--- src/shared/arw_pkg.sv ---
package arw_pkg;

  // ---------------------------------------------------------------
  // Read-only identity of the remapping block
  // ---------------------------------------------------------------
  localparam logic [7:0] CAP_ID = 8'h08;
  localparam logic [4:0] CAP_SUBTYPE = 5'h08;
  localparam logic [1:0] MAP_FORMAT = 2'h0;
  localparam int IO_ADDR_BITS = 25;
  localparam int MAX_DMA = 15;

  // ---------------------------------------------------------------
  // Byte offsets within the block
  // ---------------------------------------------------------------
  localparam logic [7:0] OFF_HEADER = 8'h00;
  localparam logic [7:0] OFF_SEC_NP = 8'h04;
  localparam logic [7:0] OFF_SEC_PF = 8'h08;
  localparam logic [7:0] OFF_DMA_FIRST = 8'h0c;
  localparam logic [7:0] DMA_STRIDE = 8'h08;

  // ---------------------------------------------------------------
  // Field positions
  // ---------------------------------------------------------------
  localparam int HDR_SUBTYPE_LSB = 27;
  localparam int HDR_MAP_LSB = 25;
  localparam int HDR_IO_LSB = 20;
  localparam int HDR_CNT_LSB = 16;
  localparam int HDR_PTR_LSB = 8;
  localparam int CTRL_LSB = 28;
  localparam int SBASE_LSB = 16;
  localparam int CTL_COMPAT = 0;
  localparam int CTL_RELAX = 1;
  localparam int CTL_ISOC = 2;
  localparam int CTL_EN = 3;

  // ---------------------------------------------------------------
  // Warm reset values and write masks
  // ---------------------------------------------------------------
  localparam logic [4:0] RST_IO = 5'h00;
  localparam logic [3:0] RST_CTRL = 4'h0;
  localparam logic [19:0] RST_BASE20 = 20'h00000;
  localparam logic [15:0] RST_BASE16 = 16'h0000;
  localparam logic [3:0] DMA_CTRL_WMASK = 4'he;

  // Window compare on the upper bits only, which treats the low base
  // bits as zeros and the low limit bits as ones.
  function automatic logic arw_in_range(logic [19:0] a, logic [19:0] base,
                                        logic [19:0] limit);
    arw_in_range = (a >= base) && (a <= limit);
  endfunction : arw_in_range

  function automatic logic [19:0] arw_rebase(logic [19:0] a,
                                             logic [19:0] from,
                                             logic [19:0] to);
    arw_rebase = a - from + to;
  endfunction : arw_rebase

  // Settings of 25 or more discard every I/O address bit.
  function automatic logic [24:0] arw_io_keep(logic [4:0] sz);
    arw_io_keep = '0;
    for (int i = 0; i < IO_ADDR_BITS; i++) begin
      arw_io_keep[i] = (i < (IO_ADDR_BITS - int'(sz)));
    end
  endfunction : arw_io_keep

endpackage : arw_pkg

--- src/shared/arw_cfg_if.sv ---
interface arw_cfg_if #(
  parameter int NDMA = 4
);
  logic [3:0] np_ctrl;
  logic [3:0] pf_ctrl;
  logic [19:0] np_base;
  logic [19:0] pf_base;
  logic [NDMA-1:0][3:0] dma_ctrl;
  logic [NDMA-1:0][15:0] dma_pbase;
  logic [NDMA-1:0][15:0] dma_sbase;
  logic [NDMA-1:0][15:0] dma_slimit;

  modport regs (output np_ctrl, pf_ctrl, np_base, pf_base, dma_ctrl,
                dma_pbase, dma_sbase, dma_slimit);
  modport dma (input dma_ctrl, dma_pbase, dma_sbase, dma_slimit);
  modport down (input np_ctrl, pf_ctrl, np_base, pf_base);
endinterface : arw_cfg_if

--- src/hdl/arw_dma_match.sv ---
module arw_dma_match #(
  parameter int NDMA = 4
) (
  arw_cfg_if.dma cfg,
  input wire logic [39:0] addr_in,
  output logic hit,
  output logic [3:0] hit_idx,
  output logic [39:0] addr_out,
  output logic relax,
  output logic isoc
);
  import arw_pkg::*;

  logic [19:0] nb;

  // Scanned from the top down so the lowest numbered window wins.
  always_comb begin
    hit = 1'b0;
    hit_idx = 4'h0;
    addr_out = addr_in;
    relax = 1'b0;
    isoc = 1'b0;
    nb = '0;
    for (int i = NDMA - 1; i >= 0; i--) begin
      if (cfg.dma_ctrl[i][CTL_EN] && // RULE14
          arw_in_range({4'h0, addr_in[39:24]}, {4'h0, cfg.dma_sbase[i]},
                       {4'h0, cfg.dma_slimit[i]})) begin // RULE16 RULE17
        hit = 1'b1;
        hit_idx = 4'(i);
        nb = arw_rebase({4'h0, addr_in[39:24]}, {4'h0, cfg.dma_sbase[i]},
                        {4'h0, cfg.dma_pbase[i]});
        addr_out = {nb[15:0], addr_in[23:0]}; // RULE15 RULE20
        relax = cfg.dma_ctrl[i][CTL_RELAX]; // RULE13
        isoc = cfg.dma_ctrl[i][CTL_ISOC]; // RULE13
      end
    end
  end
endmodule : arw_dma_match

--- src/hdl/arw_down_map.sv ---
module arw_down_map (
  arw_cfg_if.down cfg,
  input wire logic [39:0] addr_in,
  input wire logic is_io,
  input wire logic [19:0] pri_np_base,
  input wire logic [19:0] pri_np_limit,
  input wire logic [19:0] pri_pf_base,
  input wire logic [19:0] pri_pf_limit,
  output logic active,
  output logic [39:0] addr_out,
  output logic set_compat,
  output logic clr_coherent,
  output logic set_isoc
);
  import arw_pkg::*;

  logic np_hit;
  logic pf_hit;
  logic [3:0] ctl;
  logic [19:0] from;
  logic [19:0] to;

  assign np_hit = !is_io && arw_in_range(addr_in[39:20], pri_np_base,
                                         pri_np_limit);
  assign pf_hit = !is_io && arw_in_range(addr_in[39:20], pri_pf_base,
                                         pri_pf_limit);

  // Overlapping primary windows are a setup error; the non-prefetchable
  // window is given precedence so the result is still defined.
  always_comb begin
    ctl = 4'h0;
    from = '0;
    to = '0;
    if (np_hit) begin
      ctl = cfg.np_ctrl;
      from = pri_np_base;
      to = cfg.np_base;
    end else if (pf_hit) begin
      ctl = cfg.pf_ctrl;
      from = pri_pf_base;
      to = cfg.pf_base;
    end
  end

  assign active = (np_hit || pf_hit) && ctl[CTL_EN]; // RULE11
  assign addr_out = active ?
      {arw_rebase(addr_in[39:20], from, to), addr_in[19:0]} : // RULE12 RULE21
      addr_in;
  assign set_compat = active && ctl[CTL_COMPAT]; // RULE8
  assign clr_coherent = active && ctl[CTL_RELAX]; // RULE9
  assign set_isoc = active && ctl[CTL_ISOC]; // RULE10
endmodule : arw_down_map

--- src/hdl/arw_remap.sv ---
//
// Behaviour
// RULE1 - Capability identifier reads fixed 08h
// RULE2 - Next pointer reads configured value, 00h last
// RULE3 - Count field reports implemented DMA sets
// RULE4 - I/O size zero forwards all 25 bits
// RULE5 - Discarded I/O address bits driven as zero
// RULE6 - Mapping format reads zero
// RULE7 - Subtype reads address mapping extension code
// RULE8 - Control bit 0 sets compat downstream
// RULE9 - Control bit 1 clears coherent downstream
// RULE10 - Control bit 2 sets isochronous downstream
// RULE11 - Control bit 3 gates downstream modification
// RULE12 - Secondary bases supply bits 39:20
// RULE13 - DMA bits 1,2 relax coherent, set isoc
// RULE14 - DMA enable clear means never match
// RULE15 - Primary base supplies upstream bits 39:24
// RULE16 - Secondary base/limit bound upstream window
// RULE17 - Low base zeros, low limit ones
// RULE18 - Misses pass upstream unchanged
// RULE19 - Writable fields clear on warm reset
// RULE20 - DMA hit keeps offset, swaps base
// RULE21 - Downstream hit relocated keeping offset
module arw_remap #(
  parameter int NDMA = 4,
  parameter logic [7:0] NEXT_PTR = 8'h00
) (
  input wire logic clk,
  input wire logic reset,
  input wire logic cfg_rd_en,
  input wire logic cfg_wr_en,
  input wire logic [7:0] cfg_addr,
  input wire logic [3:0] cfg_be,
  input wire logic [31:0] cfg_wdata,
  output logic [31:0] cfg_rdata,
  output logic cfg_rd_valid,
  input wire logic isoc_fc_en,
  input wire logic [19:0] pri_np_base,
  input wire logic [19:0] pri_np_limit,
  input wire logic [19:0] pri_pf_base,
  input wire logic [19:0] pri_pf_limit,
  input wire logic dn_valid,
  input wire logic [39:0] dn_addr,
  input wire logic dn_is_io,
  input wire logic dn_compat,
  input wire logic dn_coherent,
  input wire logic dn_isoc,
  output logic dn_out_valid,
  output logic [39:0] dn_out_addr,
  output logic dn_out_is_io,
  output logic dn_out_compat,
  output logic dn_out_coherent,
  output logic dn_out_isoc,
  output logic dn_out_isoc_vc,
  input wire logic up_valid,
  input wire logic [39:0] up_addr,
  input wire logic up_coherent,
  input wire logic up_isoc,
  output logic up_out_valid,
  output logic [39:0] up_out_addr,
  output logic up_out_coherent,
  output logic up_out_isoc,
  output logic up_out_isoc_vc,
  output logic up_out_dma_hit
);
  import arw_pkg::*;

  // ---------------------------------------------------------------
  // State
  // ---------------------------------------------------------------
  typedef struct packed {
    logic [4:0] io_size;
    logic [3:0] np_ctrl;
    logic [3:0] pf_ctrl;
    logic [19:0] np_base;
    logic [19:0] pf_base;
    logic [NDMA-1:0][3:0] dma_ctrl;
    logic [NDMA-1:0][15:0] dma_pbase;
    logic [NDMA-1:0][15:0] dma_sbase;
    logic [NDMA-1:0][15:0] dma_slimit;
    logic rd_valid;
    logic [31:0] rdata;
    logic dn_valid;
    logic [39:0] dn_addr;
    logic dn_is_io;
    logic dn_compat;
    logic dn_coherent;
    logic dn_isoc;
    logic dn_isoc_vc;
    logic up_valid;
    logic [39:0] up_addr;
    logic up_coherent;
    logic up_isoc;
    logic up_isoc_vc;
    logic up_hit;
  } arw_state_t;

  localparam arw_state_t RESET_STATE = '{
    io_size: RST_IO,
    np_ctrl: RST_CTRL,
    pf_ctrl: RST_CTRL,
    np_base: RST_BASE20,
    pf_base: RST_BASE20,
    dma_ctrl: {NDMA{RST_CTRL}},
    dma_pbase: {NDMA{RST_BASE16}},
    dma_sbase: {NDMA{RST_BASE16}},
    dma_slimit: {NDMA{RST_BASE16}},
    default: '0
  };

  arw_state_t state_q;
  arw_state_t state_d;

  // ---------------------------------------------------------------
  // Configuration access helpers
  // ---------------------------------------------------------------
  function automatic logic [31:0] arw_merge(logic [31:0] old,
                                            logic [31:0] wdata,
                                            logic [3:0] be);
    arw_merge = old;
    for (int b = 0; b < 4; b++) begin
      if (be[b]) begin
        arw_merge[8*b +: 8] = wdata[8*b +: 8];
      end
    end
  endfunction : arw_merge

  function automatic logic [31:0] arw_win_word(logic [3:0] ctl,
                                               logic [19:0] base);
    arw_win_word = '0;
    arw_win_word[CTRL_LSB +: 4] = ctl;
    arw_win_word[19:0] = base;
  endfunction : arw_win_word

  logic [7:0] word_addr;
  logic [7:0] dma_rel;
  logic dma_sel;
  logic [4:0] dma_idx;
  logic [31:0] hdr_word;
  logic [31:0] rd_word;
  logic [31:0] merged;
  logic [31:0] dma_ctl_word;
  logic [31:0] dma_pair_word;

  // Low address bits are ignored: every register is one aligned word.
  assign word_addr = {cfg_addr[7:2], 2'b00};
  assign dma_rel = word_addr - OFF_DMA_FIRST;
  assign dma_sel = (word_addr >= OFF_DMA_FIRST) &&
                   (dma_rel < 8'(NDMA * int'(DMA_STRIDE)));
  assign dma_idx = dma_rel[7:3];

  always_comb begin
    hdr_word = '0;
    hdr_word[HDR_SUBTYPE_LSB +: 5] = CAP_SUBTYPE; // RULE7
    hdr_word[HDR_MAP_LSB +: 2] = MAP_FORMAT; // RULE6
    hdr_word[HDR_IO_LSB +: 5] = state_q.io_size;
    hdr_word[HDR_CNT_LSB +: 4] = 4'(NDMA); // RULE3
    hdr_word[HDR_PTR_LSB +: 8] = NEXT_PTR; // RULE2
    hdr_word[7:0] = CAP_ID; // RULE1
  end

  always_comb begin
    dma_ctl_word = '0;
    dma_pair_word = '0;
    for (int i = 0; i < NDMA; i++) begin
      if (dma_idx == 5'(i)) begin
        dma_ctl_word[CTRL_LSB +: 4] = state_q.dma_ctrl[i];
        dma_ctl_word[15:0] = state_q.dma_pbase[i];
        dma_pair_word[SBASE_LSB +: 16] = state_q.dma_sbase[i];
        dma_pair_word[15:0] = state_q.dma_slimit[i];
      end
    end
  end

  // Unmapped words inside the block read as zero.
  always_comb begin
    if (word_addr == OFF_HEADER) begin
      rd_word = hdr_word;
    end else if (word_addr == OFF_SEC_NP) begin
      rd_word = arw_win_word(state_q.np_ctrl, state_q.np_base);
    end else if (word_addr == OFF_SEC_PF) begin
      rd_word = arw_win_word(state_q.pf_ctrl, state_q.pf_base);
    end else if (dma_sel && !dma_rel[2]) begin
      rd_word = dma_ctl_word;
    end else if (dma_sel) begin
      rd_word = dma_pair_word;
    end else begin
      rd_word = '0;
    end
  end

  assign merged = arw_merge(rd_word, cfg_wdata, cfg_be);

  // ---------------------------------------------------------------
  // Address mapping units
  // ---------------------------------------------------------------
  arw_cfg_if #(.NDMA(NDMA)) cfg_bus ();

  assign cfg_bus.np_ctrl = state_q.np_ctrl;
  assign cfg_bus.pf_ctrl = state_q.pf_ctrl;
  assign cfg_bus.np_base = state_q.np_base;
  assign cfg_bus.pf_base = state_q.pf_base;
  assign cfg_bus.dma_ctrl = state_q.dma_ctrl;
  assign cfg_bus.dma_pbase = state_q.dma_pbase;
  assign cfg_bus.dma_sbase = state_q.dma_sbase;
  assign cfg_bus.dma_slimit = state_q.dma_slimit;

  logic dm_active;
  logic [39:0] dm_addr;
  logic dm_compat;
  logic dm_relax;
  logic dm_isoc;
  logic um_hit;
  logic [3:0] um_idx;
  logic [39:0] um_addr;
  logic um_relax;
  logic um_isoc;

  arw_down_map u_down (
    .cfg(cfg_bus),
    .addr_in(dn_addr),
    .is_io(dn_is_io),
    .pri_np_base(pri_np_base),
    .pri_np_limit(pri_np_limit),
    .pri_pf_base(pri_pf_base),
    .pri_pf_limit(pri_pf_limit),
    .active(dm_active),
    .addr_out(dm_addr),
    .set_compat(dm_compat),
    .clr_coherent(dm_relax),
    .set_isoc(dm_isoc)
  );

  arw_dma_match #(.NDMA(NDMA)) u_dma (
    .cfg(cfg_bus),
    .addr_in(up_addr),
    .hit(um_hit),
    .hit_idx(um_idx),
    .addr_out(um_addr),
    .relax(um_relax),
    .isoc(um_isoc)
  );

  // ---------------------------------------------------------------
  // Next state
  // ---------------------------------------------------------------
  always_comb begin
    state_d = state_q;
    state_d.rd_valid = cfg_rd_en;
    if (cfg_rd_en) begin
      state_d.rdata = rd_word;
    end
    // Read-only fields are simply not stored, so writes to them vanish.
    if (cfg_wr_en) begin
      if (word_addr == OFF_HEADER) begin
        state_d.io_size = merged[HDR_IO_LSB +: 5]; // RULE4
      end else if (word_addr == OFF_SEC_NP) begin
        state_d.np_ctrl = merged[CTRL_LSB +: 4];
        state_d.np_base = merged[19:0];
      end else if (word_addr == OFF_SEC_PF) begin
        state_d.pf_ctrl = merged[CTRL_LSB +: 4];
        state_d.pf_base = merged[19:0];
      end else if (dma_sel) begin
        for (int i = 0; i < NDMA; i++) begin
          if (dma_idx == 5'(i) && !dma_rel[2]) begin
            state_d.dma_ctrl[i] = merged[CTRL_LSB +: 4] & DMA_CTRL_WMASK;
            state_d.dma_pbase[i] = merged[15:0];
          end else if (dma_idx == 5'(i)) begin
            state_d.dma_sbase[i] = merged[SBASE_LSB +: 16];
            state_d.dma_slimit[i] = merged[15:0];
          end
        end
      end
    end

    // Downstream path, one cycle of latency.
    state_d.dn_valid = dn_valid;
    state_d.dn_is_io = dn_is_io;
    state_d.dn_addr = dm_addr;
    state_d.dn_compat = dn_compat || dm_compat; // RULE8
    state_d.dn_coherent = dn_coherent && !dm_relax; // RULE9
    state_d.dn_isoc = dn_isoc || dm_isoc; // RULE10
    if (dn_is_io) begin
      state_d.dn_addr = {15'h0000, dn_addr[24:0] & // RULE5
                         arw_io_keep(state_q.io_size)}; // RULE4
    end
    state_d.dn_isoc_vc = state_d.dn_isoc && isoc_fc_en; // RULE10

    // Upstream path, one cycle of latency.
    state_d.up_valid = up_valid;
    state_d.up_hit = um_hit;
    state_d.up_addr = um_addr; // RULE18 RULE20
    state_d.up_coherent = up_coherent && !um_relax; // RULE13
    state_d.up_isoc = up_isoc || um_isoc; // RULE13
    state_d.up_isoc_vc = state_d.up_isoc && isoc_fc_en; // RULE13
  end

  always_ff @(posedge clk or posedge reset) begin
    if (reset) begin
      state_q <= RESET_STATE; // RULE19
    end else begin
      state_q <= state_d;
    end
  end

  // ---------------------------------------------------------------
  // Outputs
  // ---------------------------------------------------------------
  assign cfg_rdata = state_q.rdata;
  assign cfg_rd_valid = state_q.rd_valid;
  assign dn_out_valid = state_q.dn_valid;
  assign dn_out_addr = state_q.dn_addr;
  assign dn_out_is_io = state_q.dn_is_io;
  assign dn_out_compat = state_q.dn_compat;
  assign dn_out_coherent = state_q.dn_coherent;
  assign dn_out_isoc = state_q.dn_isoc;
  assign dn_out_isoc_vc = state_q.dn_isoc_vc;
  assign up_out_valid = state_q.up_valid;
  assign up_out_addr = state_q.up_addr;
  assign up_out_coherent = state_q.up_coherent;
  assign up_out_isoc = state_q.up_isoc;
  assign up_out_isoc_vc = state_q.up_isoc_vc;
  assign up_out_dma_hit = state_q.up_hit;

  // ---------------------------------------------------------------
  // Checks
  // ---------------------------------------------------------------
  AST_CAP_HEADER: assert property (@(posedge clk) disable iff (reset)
    $past(cfg_rd_en && word_addr == OFF_HEADER) |->
      cfg_rdata[7:0] == 8'h08 && cfg_rdata[15:8] == NEXT_PTR) // RULE1 RULE2
    else $error("Header identity or pointer read wrong.");

  AST_CAP_FIELDS: assert property (@(posedge clk) disable iff (reset)
    $past(cfg_rd_en && word_addr == OFF_HEADER) |->
      cfg_rdata[31:25] == 7'h20 && cfg_rdata[19:16] == 4'(NDMA)) // RULE3 RULE6 RULE7
    else $error("Header subtype, format or count read wrong.");

  AST_IO_FULL: assert property (@(posedge clk) disable iff (reset)
    $past(dn_valid && dn_is_io && state_q.io_size == 5'h00) |->
      dn_out_addr == {15'h0000, $past(dn_addr[24:0])}) // RULE4
    else $error("I/O address not forwarded whole at size zero.");

  AST_IO_ZERO: assert property (@(posedge clk) disable iff (reset)
    dn_out_valid && dn_out_is_io |->
      (dn_out_addr[24:0] & ~arw_io_keep($past(state_q.io_size))) == '0 &&
      dn_out_addr[39:25] == '0) // RULE5
    else $error("Discarded I/O address bit not zero.");

  AST_WARM_CLEAR: assert property (@(posedge clk) disable iff (reset)
    $past(reset) |-> state_q.io_size == '0 && state_q.np_ctrl == '0 &&
      state_q.pf_base == '0 && state_q.dma_ctrl == '0 &&
      state_q.dma_slimit == '0) // RULE19
    else $error("Writable field not clear after reset.");

  AST_DN_GATE: assert property (@(posedge clk) disable iff (reset)
    $past(dn_valid && !dn_is_io && !dm_active) |->
      dn_out_addr == $past(dn_addr) &&
      dn_out_coherent == $past(dn_coherent) &&
      dn_out_compat == $past(dn_compat)) // RULE11
    else $error("Downstream cycle modified outside an enabled window.");

  AST_DN_ATTR: assert property (@(posedge clk) disable iff (reset)
    $past(dn_valid && dm_active && dn_addr[39:20] >= pri_np_base &&
          dn_addr[39:20] <= pri_np_limit) |->
      dn_out_compat == ($past(dn_compat) || $past(state_q.np_ctrl[0])) &&
      (dn_out_coherent == ($past(dn_coherent) &&
                           !$past(state_q.np_ctrl[1]))) &&
      dn_out_isoc_vc == (dn_out_isoc && $past(isoc_fc_en))) // RULE8 RULE9 RULE10
    else $error("Downstream attributes wrong in the window.");

  AST_DN_RELOC: assert property (@(posedge clk) disable iff (reset)
    $past(dn_valid && dm_active && dn_addr[39:20] >= pri_np_base &&
          dn_addr[39:20] <= pri_np_limit) |->
      dn_out_addr[19:0] == $past(dn_addr[19:0]) &&
      dn_out_addr[39:20] == $past(dn_addr[39:20] - pri_np_base +
                                  state_q.np_base)) // RULE12 RULE21
    else $error("Downstream relocation lost offset or base.");

  AST_UP_PASS: assert property (@(posedge clk) disable iff (reset)
    $past(up_valid && !um_hit) |-> up_out_addr == $past(up_addr) &&
      up_out_coherent == $past(up_coherent) &&
      up_out_isoc == $past(up_isoc) && !up_out_dma_hit) // RULE18
    else $error("Upstream miss was modified.");

  AST_UP_ENABLE: assert property (@(posedge clk) disable iff (reset)
    um_hit |-> state_q.dma_ctrl[um_idx][3] &&
      up_addr[39:24] >= state_q.dma_sbase[um_idx] &&
      up_addr[39:24] <= state_q.dma_slimit[um_idx]) // RULE14 RULE16 RULE17
    else $error("Disabled or out of range DMA window matched.");

  AST_UP_XLATE: assert property (@(posedge clk) disable iff (reset)
    $past(up_valid && um_hit) |->
      up_out_addr[23:0] == $past(up_addr[23:0]) &&
      up_out_addr[39:24] == $past(up_addr[39:24] -
        state_q.dma_sbase[um_idx] + state_q.dma_pbase[um_idx]) &&
      up_out_coherent == ($past(up_coherent) &&
                          !$past(state_q.dma_ctrl[um_idx][1]))) // RULE13 RULE15 RULE20
    else $error("Upstream DMA translation wrong.");

endmodule : arw_remap

--- config.mk ---
export PLATFORM = sky130hd
export DESIGN_NAME = arw_remap
export DESIGN_NICKNAME = d
export VERILOG_FILES = /design/src/shared/arw_pkg.sv /design/src/shared/arw_cfg_if.sv /design/src/hdl/arw_dma_match.sv /design/src/hdl/arw_down_map.sv /design/src/hdl/arw_remap.sv
export SDC_FILE = /design/constraint.sdc
export NUM_CORES = 2
export LEC_CHECK = 0
export ABC_AREA = 1
export BUFFER_PORTS_ARGS = -buffer_cell sky130_fd_sc_hd__buf_2
export CORE_UTILIZATION = 54
export DETAILED_ROUTE_END_ITERATION = 16
export PLACE_DENSITY = 0.9
export REMOVE_ABC_BUFFERS = 1
export SETUP_SLACK_MARGIN = 0.02
export SLEW_MARGIN = 20
export SYNTH_ARGS = -nofsm -noshare
export SYNTH_HDL_FRONTEND = slang
export SYNTH_SLANG_ARGS = --single-unit
--- constraint.sdc ---
create_clock -name clk -period 13.2 [get_ports clk]
set_input_delay 2.64 -clock clk [delete_from_list [all_inputs] [get_ports clk]]
set_output_delay 2.64 -clock clk [all_outputs]
set_load 0.05 [all_outputs]
# Word level (Yosys, flattened, before mapping)
# Cells that the tools add are included.
# totals
inputBits,217
regBits,381
wordCells,192
output_inout_bits,124
# classes
n_lt_le_gt_ge,39
reduce_logical,47
bitwise_logic,8
n_eq_ne,5
n_addsub,12
n_mux,45
# op_table
op,n
$mux W32,9
$mux W40,6
$mux W20,4
$add A16 B16 Y16,4
$ge A16 B16 Y1,4
$le A16 B16 Y1,4
$mux W16,4
$sub A16 B16 Y16,4
$lt A6 B6 Y1 const A,9
$lt A5 B6 Y1 const A,8
$ge A20 B20 Y1,2
$le A20 B20 Y1,2
$mux W8,4
$reduce_and A7 Y1,4
$logic_and A1 B1 Y1,26
$and A25 B25 Y25,1
$lt A4 B6 Y1 const A,4
$mux W4,6
$reduce_and A6 Y1,4
$add A20 B20 Y20,1
$sub A20 B20 Y20,1
$lt A3 B6 Y1 const A,2
$mux W1,12
$eq A5 B2 Y1 const B,2
17 further kinds,29

# Depth between registers and ports, before layout
# depth
word_depth,12
mapped_depth,33
depth_no_buf,32

# Modules after synthesis
# From an unflattened synthesis, not the netlist that was laid out.
# hier_totals
hier_cells,4398
area_unflattened_um2,31089.8
# by_module_without_submodules
module,seq_area_each_um2,area_each_um2,n_inst,cells_each
arw_remap,9534.1,17270.3,1,2146
arw_dma_match,0.0,9201.3,1,1478
arw_down_map,0.0,4618.2,1,774

# Least setup slack after synthesis
# Ideal clock, no wire load.
# synth_path
path_kind,input port to flip-flop
start,input pri_np_limit[19]
end,"register state_q, in the netlist dn_out_addr[34]"
setup_slack_ps,6751
setup_time_ps,121
n_path_buf,3
t_required_ps,13079
path_stages,27
t_arrival_ps,6327
cell_sequence,inv_1 > ha_1 > nand2_1 > nor2_1 > nand2_1 > nor2_1 > nand2_1 > nand3_1 > nand2_1 > nand3_1 > buf_2 > clkbuf_1 > clkbuf_1 > nand3_1 > o21ai_0 > fa_1 > ha_1 > nand2_1 > nor2_1 > nand2_1 > nand2_1 > a21oi_1 > o21ai_0 > nand3_1 > nand3_1 > nor3b_1 > nor2_1
# synth_lines
item,line_no,text
start: declaration,arw_remap.sv:39,"input wire logic [19:0] pri_np_limit,"
end signal: assignment,arw_remap.sv:302,state_q <= state_d;
end: declaration,arw_remap.sv:111,arw_state_t state_q;

==> flow_metrics.tcl <==
set metrics [dict create \
    grt_pass1_vias 27859 \
    cts_setup_buffers 0 \
    critical_path_arrival_ns 8.06 \
    finalSetupViolations 0 \
    critical_path_class "primary input to register" \
    ys_top_cells_by_area "dfrtp_1 33%, nand2_1 14%, ha_1 13%, inv_1 7.7%, fa_1 5.5%" \
    powerDensity_mw_per_mm2 133 \
    cts_resized 0 \
    clockPowerShare_pct 30.9 \
    clkTransAtPathRegs_ns 0.06 \
    synthTopCellsByCount "1051 x nand2_1, 596 x inv_1, 381 x dfrtp_1, 298 x ha_1, 260 x o21ai_0" \
    synth_cell_types 55 \
    start_util_pct 55.0 \
    hp-class "register to register" \
    dpl_cell_area_mm2 0.0313 \
    clockBufferDepth 3 \
    max_freq_mhz 132 \
    antenna_found_initial 12 \
    dieArea_mm2 0.0546 \
    grtUsageMet1_pct 49.5 \
    final_layout_size_suffix_gt1_share_pct 12.0 \
    vias 29430 \
    syn_avg_cell_area_um2 7.45 \
    drcViolationCount 0 \
    ys_seq_elements 381 \
    period_share_pct 57.5 \
    syn_area_mm2 0.0290 \
    portBuffers 338 \
    grt-ovfl-total 0 \
    dp_hpwl_um 77400 \
    root_buffer "clkbuf_16" \
    dr.pass1.iters 14 \
    grt_pass1_wl_um 157000 \
    synth_edf_count 0 \
    dr.first_iter.drc_count 4317 \
    drv_slew 0 \
    ant_nets 0 \
    syn_to_final_growth_pct 13.5 \
    syn_inst 3891 \
    gp_congestion 1.01 \
    synthArstFlopShare_pct 100 \
    clk_latency_ns 0.61 \
    drt-total-wl_um 105000 \
    ctsHoldBuffers 0 \
    synth_top_area_share_pct 32.9 \
    rows 84 \
    grtUsageMet3_pct 11.7 \
    p_sw_uw 1760 \
    die_h_um 234 \
    cap_violations 0 \
    slew_headroom_pct 26.6 \
    wl_per_cell_um 21.3 \
    clkSinkCount 381 \
    tightest_slew_ns 1.10 \
    p_leak_uw 0.0177 \
    ys.flop_type "dfrtp_1" \
    cp_max_fo 21 \
    netlist.top_cell.by_area "dfrtp_1" \
    grt_max_degree 180 \
    crit_path_start_kind "primary input" \
    cts_tree "yes" \
    dp_cells 4828 \
    grt_usage_pct 38.0 \
    synth_warnings 0 \
    comb_power_share_pct 37.7 \
    fin_cells 4918 \
    required_ns 13.67 \
    yosysMostFrequentCell "nand2_1" \
    cts-buffers-inserted 44 \
    layout.nets 4780 \
    hold_ws_ns 0.472 \
    viasPerCell 5.98 \
    cp-end-kind "register" \
    p_sw_share_pct 40.2 \
    design_area_mm2 0.0329 \
    hold_viol_final 0 \
    rsz0062_at_grt "false" \
    ir_worst_vdd_mv 0.0881 \
    ys_seq_area_share_pct 32.9 \
    min_period_ns 7.59 \
    met2_usage_pct 54.2 \
    seqPwrFrac_pct 31.4 \
    fin_skew_ns 0.0370 \
    cts_max_level 2 \
    p_int_uw 2610 \
    status "completed" \
    die_w_um 234 \
    r2r_slack_ns 9.29 \
    coreArea_mm2 0.0528 \
    io_pins 341 \
    grt_busiest_layer "met2" \
]
## stage by stage
| step | worst slack [ns] | util (%) | setup TNS (ns) | power [uW] |
|---|---|---|---|---|
| after floorplan | -0.0257 | - | -9.81 | 2500 |
| after global placement | 5.38 | 59.3 | 0 | 2940 |
| after detailed placement | 5.27 | 59.3 | 0 | 2980 |
| after CTS | 5.82 | 62.3 | 0 | 4320 |
| after global routing | 5.25 | 62.3 | 0 | 4580 |
| final | 5.61 | 62.4 | 0 | 4370 |
## per-layer routing
layer,up-vias,part of all wire [%]
li1,13231,-
met1,13607,37
met2,2070,42
met3,516,14
met4,6,7.8
met5,-,0.033
## cell usage in the layout, fill, tap and decap left out, types with 48 or more instances in the layout
cell type,instances
o21ai_1,97
fa_1,79
nand2_1,1051
nand3_1,246
inv_1,595
nor2_1,196
nand4_1,48
a21oi_1,208
buf_2,338
dfrtp_1,381
ha_1,298
o21ai_0,260
## power by group through the flow
stage / registers [uW] / clock network [uW] / logic [uW]
after global placement: 1390 / 0 / 1550
after global routing: 1390 / 1390 / 1800
after floorplan: 1570 / 0 / 930
final: 1370 / 1350 / 1650
after detailed placement: 1390 / 0 / 1590
after CTS: 1370 / 1350 / 1600
## area by class of cell
cell class              count  area, um2
diodes                     10       25.0
clock buffers              57       1240
clock inverters            23        335
fillers                  4537      19900
inverters                 610       2300
multi-input cells        2786      16700
flip-flops and latches    381       9530
well taps                 688        861
repair buffers            363       1890
## cell families after synthesis
| kind of cell | after synthesis | synth area share (%) |
|---|---|---|
| adders and majority gates | 377 | 18.3 |
| DFF | 381 | 32.9 |
| AOI/OAI and AO/OA | 713 | 13.5 |
| buffers and inverters | 724 | 9.68 |
| xor gates and xnor gates | 70 | 2.14 |
| and+or+nand+nor | 1626 | 23.5 |
## path summary, 6_finish.rpt
path / start / endpoint / cells after the start
min reg2reg: cfg_rdata[7]$_DFFE_PP0P_ / cfg_rdata[7]$_DFFE_PP0P_ / 2
min: cfg_rdata[7]$_DFFE_PP0P_ / cfg_rdata[7]$_DFFE_PP0P_ / 2
min in group asynchronous: reset / up_out_addr[26]$_DFF_PP0_ / 2
max in group asynchronous: reset / cfg_bus.pf_ctrl[1]$_DFFE_PP0P_ / 4
max: dn_addr[31] / dn_out_addr[34]$_DFF_PP0_ / 23
max reg2reg: cfg_bus.dma_slimit[51]$_DFFE_PP0P_ / up_out_addr[29]$_DFF_PP0_ / 17
## worst max-delay path, stage by stage
cell and delay [ns]:
buf_2 0.19, ha_1 0.32, nand2_1 0.08, nor2_1 0.38, nand2_1 0.12, nor2_1 0.15, nand2_1 0.07, nand4_1 0.19
nand3_1 0.73, o21ai_0 0.40, o21ai_0 0.17, fa_1 0.56, fa_1 0.54, nand3_1 0.13, nand2_1 0.10, nand2_1 0.10
nand2_1 0.10, a21oi_1 0.24, o21ai_0 0.20, nand3_1 0.16, a21oi_1 0.08, nor3b_1 0.31, nor2_1 0.10
## state kept, by name, summed over array words and instances, names as in the netlist, 4 cells and up
name	count
cfg_bus.dma_sbase	64
cfg_bus.dma_ctrl	12
cfg_rdata	32
cfg_bus.pf_base	20
dn_out_addr	40
cfg_bus.dma_pbase	64
cfg_bus.pf_ctrl	4
hdr_word	5
cfg_bus.np_ctrl	4
up_out_addr	40
cfg_bus.dma_slimit	64
cfg_bus.np_base	20
Note: power is estimated with default switching activity, not from simulation.
